[src/verilog/fppr_pkg_div.sv]
// Constants package and sync-clock enable divider for the function-pin port router
// Behaviour
// - Code 0000 opens register programming bus
// - Parallel mode: data 31:16, address 15:8, control 2:0
// - Control pins pick read/write and 16/8-bit data
// - Code 0001: serial mode, only pins 4:0 used
// - Serial pins: select, clock, resync, data, output
// - Codes 0010-1101 direct access; 1110/1111 ignored
// - Code 0010 loads frequency word straight
// - Code 0011 loads frequency word with its 16-bit halves swapped
// - Code 0100: phase high half, amplitude low
// - Code 0101: amplitude high half, phase low
// - Codes 0110-1001: frequency 31:8 plus byte
// - Codes 1010-1101: frequency 23:0 plus byte
// - Only amplitude bits 11:0 are used
// - Port sampled once per 24 system clocks
// - Parallel writes at full documented byte rate
// - Without streaming, core waits for update pin
// - Streaming pushes port data every sync edge of a direct-access code
// - Matched-latency bit equalises core delays
// - Update pulse equals profile change, sync-gated
package fppr_pkg;
    localparam int FPPR_SYNC_DIV = 24;
    localparam int FPPR_DIV_W = 5;
    localparam logic [3:0] FPPR_FS_PAR = 4'h0;
    localparam logic [3:0] FPPR_FS_SER = 4'h1;
    localparam logic [3:0] FPPR_FS_FTW_STR = 4'h2;
    localparam logic [3:0] FPPR_FS_FTW_SWP = 4'h3;
    localparam logic [3:0] FPPR_FS_POW_AMP = 4'h4;
    localparam logic [3:0] FPPR_FS_AMP_POW = 4'h5;
    localparam logic [3:0] FPPR_FS_HI_AMPH = 4'h6;
    localparam logic [3:0] FPPR_FS_HI_POWH = 4'h7;
    localparam logic [3:0] FPPR_FS_HI_AMPL = 4'h8;
    localparam logic [3:0] FPPR_FS_HI_POWL = 4'h9;
    localparam logic [3:0] FPPR_FS_LO_AMPH = 4'hA;
    localparam logic [3:0] FPPR_FS_LO_POWH = 4'hB;
    localparam logic [3:0] FPPR_FS_LO_AMPL = 4'hC;
    localparam logic [3:0] FPPR_FS_LO_POWL = 4'hD;
    // Parallel control pin positions
    localparam int FPPR_CTL_WIDE = 0;
    localparam int FPPR_CTL_RD = 1;
    localparam int FPPR_CTL_WR = 2;
    // Serial pin positions
    localparam int FPPR_SER_CS = 0;
    localparam int FPPR_SER_SCLK = 1;
    localparam int FPPR_SER_SDIO = 2;
    localparam int FPPR_SER_SDO = 3;
    localparam int FPPR_SER_RESYNC = 4;
    // Extra system clocks to core per parameter when latency is not matched
    localparam int FPPR_LAT_FTW = 0;
    localparam int FPPR_LAT_POW = 1;
    localparam int FPPR_LAT_AMP = 2;
    localparam logic [31:0] FPPR_FTW_RST = 32'h0000_0000;
    localparam logic [15:0] FPPR_POW_RST = 16'h0000;
    localparam logic [15:0] FPPR_AMP_RST = 16'h0000;
endpackage : fppr_pkg

`timescale 1ns/1ns
`default_nettype none

module fppr_sync_div
    import fppr_pkg::*;
#(
    parameter int DIV = FPPR_SYNC_DIV
)(
    input wire logic clk_in,
    input wire logic arst_n_in,
    output logic tick_out
);
    logic [FPPR_DIV_W-1:0] cnt_q;

    // Free-running count; tick marks the internal sync clock edge
    always_ff @(posedge clk_in or negedge arst_n_in)
    begin
        if (!arst_n_in)
            cnt_q <= '0;
        else if (cnt_q == FPPR_DIV_W'(DIV - 1))
            cnt_q <= '0;
        else
            cnt_q <= cnt_q + 1'b1;
    end

    assign tick_out = (cnt_q == FPPR_DIV_W'(DIV - 1));
endmodule : fppr_sync_div

`default_nettype wire

[src/verilog/fppr_router.sv]
// Function-pin decoder and 32-pin port router of the synthesizer
`timescale 1ns/1ns
`default_nettype none

module fppr_router
    import fppr_pkg::*;
#(
    parameter int DIV = FPPR_SYNC_DIV
)(
    input wire logic clk_in,
    input wire logic arst_n_in,
    input wire logic [3:0] func_sel_in,
    input wire logic [31:0] port_in,
    output logic [31:0] port_out,
    output logic [31:0] port_oe_n_out,
    input wire logic io_update_in,
    input wire logic [2:0] profile_select_pins_in,
    input wire logic streaming_en_in,
    input wire logic matched_latency_in,
    input wire logic amplitude_keying_enable_in,
    output logic prog_wr_out,
    output logic prog_rd_out,
    output logic prog_wide_out,
    output logic [7:0] prog_addr_out,
    output logic [15:0] prog_wdata_out,
    input wire logic [15:0] prog_rdata_in,
    output logic ser_cs_n_out,
    output logic ser_sclk_out,
    output logic serial_resync_input_out,
    output logic ser_sdio_out,
    input wire logic ser_sdio_drv_in,
    input wire logic ser_sdio_oe_in,
    input wire logic serial_data_output_in,
    output logic [31:0] freq_tuning_word_out,
    output logic [15:0] phase_offset_word_out,
    output logic [15:0] amplitude_scale_word_out,
    output logic [31:0] core_ftw_out,
    output logic [15:0] core_pow_out,
    output logic [11:0] core_amp_out
);
    // True for the codes that give direct parameter access
    function automatic logic is_direct(input logic [3:0] code);
        is_direct = (code >= FPPR_FS_FTW_STR) && (code <= FPPR_FS_LO_POWL);
    endfunction : is_direct

    logic tick;
    logic [3:0] func_s1_q, func_s2_q;
    logic [31:0] port_s1_q, port_s2_q;
    logic upd_s1_q, upd_s2_q, upd_s3_q;
    logic [2:0] prof_s1_q, prof_s2_q, prof_s3_q;
    logic [3:0] code_q;
    logic [31:0] data_q;
    logic smp_vld_q;
    logic [31:0] ftw_q;
    logic [15:0] pow_q, amp_q;
    logic upd_pend_q;
    logic xfer_q;
    logic [2:0] xfer_sr_q;
    logic [31:0] snap_ftw_q;
    logic [15:0] snap_pow_q;
    logic [11:0] snap_amp_q;
    logic [31:0] core_ftw_q;
    logic [15:0] core_pow_q;
    logic [11:0] core_amp_q;
    logic wr_s3_q, rd_s3_q;
    logic par_mode, ser_mode, upd_evt, xfer_now, ftw_go, pow_go;

    fppr_sync_div #(
        .DIV(DIV)
    ) u_div (
        .clk_in(clk_in),
        .arst_n_in(arst_n_in),
        .tick_out(tick)
    );

    // Two-flop synchronisers on every pin input from the controller
    always_ff @(posedge clk_in or negedge arst_n_in)
    begin
        if (!arst_n_in)
        begin
            func_s1_q <= 4'hF;
            func_s2_q <= 4'hF;
            port_s1_q <= 32'h0000_0000;
            port_s2_q <= 32'h0000_0000;
            upd_s1_q <= 1'b0;
            upd_s2_q <= 1'b0;
            prof_s1_q <= 3'h0;
            prof_s2_q <= 3'h0;
        end
        else
        begin
            func_s1_q <= func_sel_in;
            func_s2_q <= func_s1_q;
            port_s1_q <= port_in;
            port_s2_q <= port_s1_q;
            upd_s1_q <= io_update_in;
            upd_s2_q <= upd_s1_q;
            prof_s1_q <= profile_select_pins_in;
            prof_s2_q <= prof_s1_q;
        end
    end

    assign par_mode = (func_s2_q == FPPR_FS_PAR);
    assign ser_mode = (func_s2_q == FPPR_FS_SER);

    // Code and port captured together at each sync edge
    always_ff @(posedge clk_in or negedge arst_n_in)
    begin
        if (!arst_n_in)
        begin
            code_q <= 4'hF;
            data_q <= 32'h0000_0000;
            smp_vld_q <= 1'b0;
        end
        else
        begin
            smp_vld_q <= tick;
            if (tick)
            begin
                code_q <= func_s2_q;
                data_q <= port_s2_q;
            end
        end
    end

    // Byte routing into the parameter registers; 1110/1111 touch nothing
    always_ff @(posedge clk_in or negedge arst_n_in)
    begin
        if (!arst_n_in)
        begin
            ftw_q <= FPPR_FTW_RST;
            pow_q <= FPPR_POW_RST;
            amp_q <= FPPR_AMP_RST;
        end
        else if (smp_vld_q)
        begin
            case (code_q)
                FPPR_FS_FTW_STR: ftw_q <= data_q;
                FPPR_FS_FTW_SWP: ftw_q <= {data_q[15:0], data_q[31:16]};
                FPPR_FS_POW_AMP:
                begin
                    pow_q <= data_q[31:16];
                    amp_q <= {4'h0, data_q[11:8], data_q[7:0]};
                end
                FPPR_FS_AMP_POW:
                begin
                    amp_q <= {4'h0, data_q[27:24], data_q[23:16]};
                    pow_q <= data_q[15:0];
                end
                FPPR_FS_HI_AMPH:
                begin
                    ftw_q[31:8] <= data_q[31:8];
                    amp_q[15:8] <= {4'h0, data_q[3:0]};
                end
                FPPR_FS_HI_POWH:
                begin
                    ftw_q[31:8] <= data_q[31:8];
                    pow_q[15:8] <= data_q[7:0];
                end
                FPPR_FS_HI_AMPL:
                begin
                    ftw_q[31:8] <= data_q[31:8];
                    amp_q[7:0] <= data_q[7:0];
                end
                FPPR_FS_HI_POWL:
                begin
                    ftw_q[31:8] <= data_q[31:8];
                    pow_q[7:0] <= data_q[7:0];
                end
                FPPR_FS_LO_AMPH:
                begin
                    ftw_q[23:0] <= data_q[31:8];
                    amp_q[15:8] <= {4'h0, data_q[3:0]};
                end
                FPPR_FS_LO_POWH:
                begin
                    ftw_q[23:0] <= data_q[31:8];
                    pow_q[15:8] <= data_q[7:0];
                end
                FPPR_FS_LO_AMPL:
                begin
                    ftw_q[23:0] <= data_q[31:8];
                    amp_q[7:0] <= data_q[7:0];
                end
                FPPR_FS_LO_POWL:
                begin
                    ftw_q[23:0] <= data_q[31:8];
                    pow_q[7:0] <= data_q[7:0];
                end
                default:
                begin
                    ftw_q <= ftw_q;
                end
            endcase
        end
    end

    // Update pin edge and profile change are the same event
    assign upd_evt = (upd_s2_q && !upd_s3_q) || (prof_s2_q != prof_s3_q);

    always_ff @(posedge clk_in or negedge arst_n_in)
    begin
        if (!arst_n_in)
        begin
            upd_s3_q <= 1'b0;
            prof_s3_q <= 3'h0;
            upd_pend_q <= 1'b0;
        end
        else
        begin
            upd_s3_q <= upd_s2_q;
            prof_s3_q <= prof_s2_q;
            // A new event in the consuming cycle stays pending
            if (upd_evt)
                upd_pend_q <= 1'b1;
            else if (tick)
                upd_pend_q <= 1'b0;
        end
    end

    // Streaming transfer one cycle after routing so the new sample is included; update transfer snapshots in the routing cycle
    assign xfer_now = (tick && upd_pend_q) ||
        (smp_vld_q && streaming_en_in && is_direct(code_q));

    always_ff @(posedge clk_in or negedge arst_n_in)
    begin
        if (!arst_n_in)
            xfer_q <= 1'b0;
        else
            xfer_q <= xfer_now;
    end

    // Snapshot, then stagger or align the three paths into the core
    always_ff @(posedge clk_in or negedge arst_n_in)
    begin
        if (!arst_n_in)
        begin
            xfer_sr_q <= 3'h0;
            snap_ftw_q <= FPPR_FTW_RST;
            snap_pow_q <= FPPR_POW_RST;
            snap_amp_q <= 12'h000;
        end
        else
        begin
            xfer_sr_q <= {xfer_sr_q[1:0], xfer_q};
            if (xfer_q)
            begin
                snap_ftw_q <= ftw_q;
                snap_pow_q <= pow_q;
                snap_amp_q <= amp_q[11:0];
            end
        end
    end

    assign ftw_go = matched_latency_in ? xfer_sr_q[FPPR_LAT_AMP] : xfer_sr_q[FPPR_LAT_FTW];
    assign pow_go = matched_latency_in ? xfer_sr_q[FPPR_LAT_AMP] : xfer_sr_q[FPPR_LAT_POW];

    always_ff @(posedge clk_in or negedge arst_n_in)
    begin
        if (!arst_n_in)
        begin
            core_ftw_q <= FPPR_FTW_RST;
            core_pow_q <= FPPR_POW_RST;
            core_amp_q <= 12'h000;
        end
        else
        begin
            if (ftw_go)
                core_ftw_q <= snap_ftw_q;
            if (pow_go)
                core_pow_q <= snap_pow_q;
            // Amplitude from the port only counts with keying enabled
            if (xfer_sr_q[FPPR_LAT_AMP] && amplitude_keying_enable_in)
                core_amp_q <= snap_amp_q;
        end
    end

    // Parallel programming strobes from control pin rising edges
    always_ff @(posedge clk_in or negedge arst_n_in)
    begin
        if (!arst_n_in)
        begin
            wr_s3_q <= 1'b0;
            rd_s3_q <= 1'b0;
            prog_wr_out <= 1'b0;
            prog_rd_out <= 1'b0;
            prog_wide_out <= 1'b0;
            prog_addr_out <= 8'h00;
            prog_wdata_out <= 16'h0000;
        end
        else
        begin
            wr_s3_q <= port_s2_q[FPPR_CTL_WR];
            rd_s3_q <= port_s2_q[FPPR_CTL_RD];
            // One strobe per write edge: no rate limit inside the router
            prog_wr_out <= par_mode && port_s2_q[FPPR_CTL_WR] && !wr_s3_q;
            prog_rd_out <= par_mode && port_s2_q[FPPR_CTL_RD] && !rd_s3_q;
            prog_wide_out <= port_s2_q[FPPR_CTL_WIDE];
            prog_addr_out <= port_s2_q[15:8];
            prog_wdata_out <= port_s2_q[FPPR_CTL_WIDE] ? port_s2_q[31:16] :
                {8'h00, port_s2_q[23:16]};
        end
    end

    // Pin drivers: read data in parallel mode, serial data lines in serial mode
    always_ff @(posedge clk_in or negedge arst_n_in)
    begin
        if (!arst_n_in)
        begin
            port_out <= 32'h0000_0000;
            port_oe_n_out <= 32'hFFFF_FFFF;
        end
        else
        begin
            port_out <= 32'h0000_0000;
            port_oe_n_out <= 32'hFFFF_FFFF;
            if (par_mode && port_s2_q[FPPR_CTL_RD])
            begin
                port_out[31:16] <= port_s2_q[FPPR_CTL_WIDE] ? prog_rdata_in :
                    {8'h00, prog_rdata_in[7:0]};
                port_oe_n_out[31:24] <= {8{!port_s2_q[FPPR_CTL_WIDE]}};
                port_oe_n_out[23:16] <= 8'h00;
            end
            else if (ser_mode)
            begin
                port_out[FPPR_SER_SDO] <= serial_data_output_in;
                port_oe_n_out[FPPR_SER_SDO] <= 1'b0;
                port_out[FPPR_SER_SDIO] <= ser_sdio_drv_in;
                port_oe_n_out[FPPR_SER_SDIO] <= !ser_sdio_oe_in;
            end
        end
    end

    // Serial pins only pass in serial mode; upper pins are ignored there
    always_ff @(posedge clk_in or negedge arst_n_in)
    begin
        if (!arst_n_in)
        begin
            ser_cs_n_out <= 1'b1;
            ser_sclk_out <= 1'b0;
            serial_resync_input_out <= 1'b0;
            ser_sdio_out <= 1'b0;
        end
        else
        begin
            ser_cs_n_out <= ser_mode ? port_s2_q[FPPR_SER_CS] : 1'b1;
            ser_sclk_out <= ser_mode && port_s2_q[FPPR_SER_SCLK];
            serial_resync_input_out <= ser_mode && port_s2_q[FPPR_SER_RESYNC];
            ser_sdio_out <= ser_mode && port_s2_q[FPPR_SER_SDIO];
        end
    end

    assign freq_tuning_word_out = ftw_q;
    assign phase_offset_word_out = pow_q;
    assign amplitude_scale_word_out = amp_q;
    assign core_ftw_out = core_ftw_q;
    assign core_pow_out = core_pow_q;
    assign core_amp_out = core_amp_q;
endmodule : fppr_router

`default_nettype wire

[config.mk]
export PLATFORM = sky130hd
export DESIGN_NAME = fppr_router
export DESIGN_NICKNAME = d
export VERILOG_FILES = /design/src/verilog/fppr_pkg_div.sv /design/src/verilog/fppr_router.sv
export SDC_FILE = /design/constraint.sdc
export NUM_CORES = 1
export LEC_CHECK = 0
export ABC_AREA = 1
export BUFFER_PORTS_ARGS = -buffer_cell sky130_fd_sc_hd__buf_2
export CAP_MARGIN = 30
export CORE_ASPECT_RATIO = 0.7
export CORE_UTILIZATION = 55
export DETAILED_ROUTE_END_ITERATION = 6
export PLACE_DENSITY = 0.78
export SLEW_MARGIN = 30
export SYNTH_ARGS = -nofsm -noshare
export SYNTH_HDL_FRONTEND = slang
export SYNTH_SLANG_ARGS = --single-unit
export TNS_END_PERCENT = 10
[constraint.sdc]
create_clock -name clk_in -period 2.2 [get_ports clk_in]
set_clock_uncertainty 0.1 [all_clocks]
set_input_delay 0.11 -clock clk_in [delete_from_list [all_inputs] [get_ports clk_in]]
set_output_delay 0.11 -clock clk_in [all_outputs]
set_load 0.01 [all_outputs]
Word level (Yosys, flattened, before mapping)
Index checks and enable logic that the tools add are counted.
W data, S select, Z words.

storage, ports and cells
  RAM bits = 0
  memories = 0
  ROM bits = 0
  output and inout bits = 219
  bits in registers = 384
  latch bits = 0

operators by class
  bitwise logic cells = 0
  multipliers = 0
  div/mod/pow operators = 0
  muxes and demuxes = 21
  reductions and logical operators = 42
  add/subtract/negate cells = 1
  $lt $le $gt $ge = 2
  equality and inequality tests = 15
  shifts and indexed selects = 0

operators with widths
  operator               number
  $pmux W8 S3            3
  $mux W16               4
  $pmux W16 S3           1
  $pmux W8 S2            3
  $eq A4 B4 Y1 const B   6
  $eq A4 B3 Y1 const B   4
  $reduce_and A2 Y1      7
  $logic_and A1 B1 Y1    13
  $reduce_bool A3 Y1     4
  $eq A4 B2 Y1 const B   2
  $mux W2                4
  $reduce_bool A2 Y1     4
  $reduce_or A3 Y1       2
  $add A5 B1 Y5 const B  1
  $eq A5 B5 Y1 const B   1
  $logic_not A1 Y1       5
  $mux W1                5
  $mux W5                1
  $reduce_or A5 Y1       1
  $eq A4 B1 Y1 const B   1
  $ge A4 B2 Y1 const B   1
  $le A4 B4 Y1 const B   1
  $logic_not A4 Y1       1
  $reduce_or A2 Y1       2
  other kinds (3)        4

Longest topological paths before layout
  depth in word-level cells = 4
  depth in mapped cells = 10
  gate-level depth less buffers = 10

Hierarchy
Synthesis repeated with hierarchy kept, for this count alone.

unflattened totals
  cell total of the unflattened synthesis = 1,371
  area total of the unflattened synthesis = 13,799.5 um^2

by module, submodules not included
  module         seq. area each (um^2)  times used  area each (um^2)  cells an instance
  fppr_router    9,054.9                1           13,588.0          1,351
  fppr_sync_div  125.1                  1           211.5             20

Least setup slack after synthesis
Ideal clock, no wire load.

  kind = reg-to-reg
  start point = register code_q[1]
  end point = register ftw_q[13], in the netlist freq_tuning_word_out[13]
  data required time = 2,035 ps
  arrival = 1,575 ps
  path slack = 460 ps
  library setup time = 65 ps
  buffers on the path = 2
  stages on the path, launching flop included = 11
  cell sequence = dfstp_2 > buf_6 > inv_2 > nor2_2 > nand2_4 > nand3_4 > nor2_2 > nor2_8 > buf_6 > nand2_1 > nand2_1

on the way
  cells in the longest elaborated chain, start to end = 4
  elaborated cells between the ends (all ways) = 15
  classes of those cells = eq/ne: 10; mux: 1; reduce/logical: 4

ends and longest elaborated chain
  element                                                                RTL line            source
  start: declaration                                                     fppr_router.sv:51   logic [3:0] code_q;
  start signal: assignment                                               fppr_router.sv:120  code_q <= func_s2_q;
  $eq A4 B4 Y1, or another cell as far along                             fppr_router.sv:137  case (code_q)
  $reduce_or A5 Y1 (no line) / $reduce_or A4 Y1 (equally long branches)  --
  $reduce_bool A3 Y1 (no line)                                           --
  $reduce_and A2 Y1 (no line)                                            --
  end signal: assignment                                                 fppr_router.sv:138  FPPR_FS_FTW_STR: ftw_q <= data_q;
  end signal: assignment                                                 fppr_router.sv:139  FPPR_FS_FTW_SWP: ftw_q <= {data_q[15:0], data_q[31:16]};
  end signal: assignment                                                 fppr_router.sv:152  ftw_q[31:8] <= data_q[31:8];
  end: declaration                                                       fppr_router.sv:54   logic [31:0] ftw_q;

Parallel ways exist; a longest one is shown, timed or not.
A chain may end at the register's enable or synchronous reset.

Final worst setup path
  start point = register code_q[3]
  end point = register amp_q[10], in the netlist amplitude_scale_word_out[10]

on the way
  cells in the longest elaborated chain, start to end = 4
  elaborated cells between the ends (all ways) = 8
  classes of those cells = eq/ne: 4; mux: 1; reduce/logical: 3

ends and longest elaborated chain
  element                                              RTL line            source
  $eq A4 B3 Y1 / $eq A4 B4 Y1 (equally long branches)  fppr_router.sv:137
  $reduce_or A2 Y1 (no line)                           --
  $reduce_bool A3 Y1 (no line)                         --
  $reduce_and A2 Y1 (no line)                          --
  end signal: assignment                               fppr_router.sv:143  amp_q <= {4'h0, data_q[11:8], data_q[7:0]};
  end signal: assignment                               fppr_router.sv:147  amp_q <= {4'h0, data_q[27:24], data_q[23:16]};
  end signal: assignment                               fppr_router.sv:153  amp_q[15:8] <= {4'h0, data_q[3:0]};
  end: declaration                                     fppr_router.sv:55   logic [15:0] pow_q, amp_q;

Parallel ways exist; a longest one is shown, timed or not. The select of a mux whose other input is x is not followed.

==> impl_metrics.ini <==
[placed_design]
hpwl_um = 23100
io_buffers = 250
place_ws_ps = 276
place_congestion = 0.950

[layout]
diodes = 0
drive_above_1_share_pct = 22.7
final_nets = 1750
areaGrowthSynthToFinish_pct = 23.9

[setup_path]
crit_fanout = 7
reg2reg_from = code_q[3]$_DFFE_PN1N_
crit_path_end_kind = flip-flop
critPathKind = flip-flop to flip-flop
crit_required_ps = 2500
cp-startpoint = code_q[3]$_DFFE_PN1N_
worstSetupStartpointType = flip-flop
arrival_ps = 2290

[clocking]
cts_hold_buf = 62
clockBufferDepth = 3
cts_tree = yes
postCtsResizedCells = 0
clk_latency_ps = 520
root_buffer = clkbuf_16
clkSinkCount = 366
htree_levels = 2
clkTransAtPathRegs_ps = 60
tritoncts.num_buffers = 35
post_cts_buffers = 0

[floorplanning]
die_w_um = 191
start_util_pct = 56.1
core_mm2 = 0.0246
die_area_mm2 = 0.0257
die_y_um = 135
io_pins = 283
rows = 48

[min_path]
hp-class = input port to asynchronous set/reset pin

[run]
max_cap_violations = 0

[global_routing]
grt_pass1_wl_um = 54900
grtUsageTotal_pct = 27.9
grt_pass1_vias = 9970
grt-ovfl-total = 0
grt_antenna_before_repair = 1
grt_start_max_net_pins = 82

[route]
route.detailed.wl_per_inst_um = 17.1
routed.top_layer = met4
viasPerCell = 5.05
first_pass_iters = 7
m1WireLength_um = 15700
finalWirelength_um = 34900
drc = 2
met2_length_um = 15500
dr_total_vias = 10300
met3WireLength_um = 2940
drtIter0Drc = 765
antenna_left = 0

[pwr]
power_density_mw_per_mm2 = 907
leakage_nw = 8.81
switching_power_w = 0.00393
vdd_drop_max_uv = 1000
internal_power_w = 0.0116
comb_power_share_pct = 10.2
swShare_pct = 25.4
clock_power_share_pct = 40.3
seqPwrFrac_pct = 49.5

[timing]
drv_slew = 0
period_needed_ps = 1990
hold_violations = 0
worst_slack_ps = 210
rsz0062_at_grt = false
maxSlewHeadroom_pct = 52.3
finalCritPeriodShare_pct = 90.4
setup_viol = 0
worstMarginPinSlew_ps = 716
final.setup.tns_ps = 0
fmax_mhz = 503

[synth]
synthTopCellsByCount = 361 x nand2_1, 349 x dfrtp_1, 124 x inv_1
synth.distinct_cells = 37
async_reset_ff_share_pct = 100
yosysMostFrequentCell = nand2_1
synth-edff-count = 0
syn_area_mm2 = 0.0138
netlist_instances = 1381
ys_seq_elements = 366
syn_area_per_cell_um2 = 10.0
synth_top_area_share_pct = 63.3
ys_seq_area_share_pct = 66.5
synth_top_flop_cell = dfrtp_1
synth.area.top_cells = dfrtp_1 63%, nand2_1 9.8%, o21ai_0 3.8%
yosys_warnings = 0
yosysTopAreaCell = dfrtp_1

[run_status]
status = complete, but fails checks
violations = DRC
==> through the flow <==
step           hold WS [ps]  instances  util (%)  instance area, µm²  power [W]
2_1_floorplan          -286       1411         -               13900    0.00848
4_1_cts                90.3       2037      69.5               17100     0.0156
6_report               40.6       2037      69.5               17100     0.0155
3_3_place_gp           35.0       1911      62.0               15300    0.00921
5_1_grt                91.3       2037      69.5               17100     0.0161
3_5_place_dp           35.4       1911      62.0               15300    0.00927
==> path summary, 6_finish.rpt <==
| check | to | slack (ps) | cells past startpoint |
|---|---|---|---|
| max in group asynchronous | data_q[16]$_DFFE_PN0N_ | 1090 | 3 |
| hold reg to reg | port_s2_q[29]$_DFF_PN0_ | 250 | 0 |
| min in group clk_in | port_s1_q[10]$_DFF_PN0_ | 130 | 2 |
| setup / recovery | amplitude_scale_word_out[10]$_DFFE_PN0P_ | 210 | 9 |
| setup reg to reg | amplitude_scale_word_out[10]$_DFFE_PN0P_ | 210 | 9 |
| hold / removal | snap_pow_q[4]$_DFFE_PN0P_ | 40 | 2 |
==> kinds of logic (layout without fill, tap and decap cells) <==
group | after synthesis | count (layout) | share of synthesized area [%]
buffers and inverters | 237 | 538 | 7.98
other | 2 | 32 | 0.0544
DFF | 366 | 366 | 66.5
AOI/OAI and AO/OA | 211 | 211 | 8.35
and+or+nand+nor | 559 | 559 | 16.7
xor gates and xnor gates | 4 | 4 | 0.254
muxes | 1 | 1 | 0.0816
adders and majority gates | 1 | 1 | 0.0906
==> placed cells by master, fill, tap and decap left out, drive strengths merged, types with 4 or more instances in the layout <==
cell type      n
nand2        369
dfrtp        349
buf          274
inv          141
o21ai        117
nor2         116
a21oi         68
dlygate4sd3   62
nand3         55
clkbuf        46
conb          32
dfstp         17
nand4         16
a31oi         15
o211ai        10
clkinv         9
bufinv         4
==> worst max-delay path: stages (launching register included) <==
cell and delay, ps:
dfstp_2 580, inv_2 70, nand2_1 100, nand2_1 170, nand2_1 100, nand2_1 60, o21ai_1 400, inv_2 110
nand2_1 120, nand2_1 50
==> power groups by stage <==
stage	Combinational, W	Clock (W)	Sequential [W]
after floorplan	0.000722	0	0.00776
after global placement	0.00144	0	0.00777
after detailed placement	0.00149	0	0.00779
after CTS	0.00159	0.00637	0.00767
after global routing	0.00179	0.00664	0.00772
final	0.00158	0.00626	0.00767
==> metal layers <==
metal  up-vias  track usage, %
met3        64            5.85
li1       4898               -
met4         0            7.14
met2       438            42.3
met1      4896            41.4
met5         -               0
==> flip-flops by register name, summed over array words and instances, names as in the netlist, 12 cells and up <==
register	cells
snap_ftw_q	32
prog_wdata_out	16
snap_pow_q	16
port_s2_q	32
snap_amp_q	12
core_ftw_out	32
freq_tuning_word_out	32
port_out	18
port_s1_q	32
amplitude_scale_word_out	12
phase_offset_word_out	16
core_pow_out	16
data_q	32
core_amp_out	12
==> area by class of cell <==
cell class | instances | area, µm²
clock buffer | 46 | 997
clock inverter | 18 | 214
fill | 1841 | 7520
inverter | 138 | 518
multi-input combinational | 808 | 3640
sequential | 366 | 9180
tap | 325 | 407
timing repair buffer | 336 | 2150
Note: power is estimated with default switching activity, not from simulation.
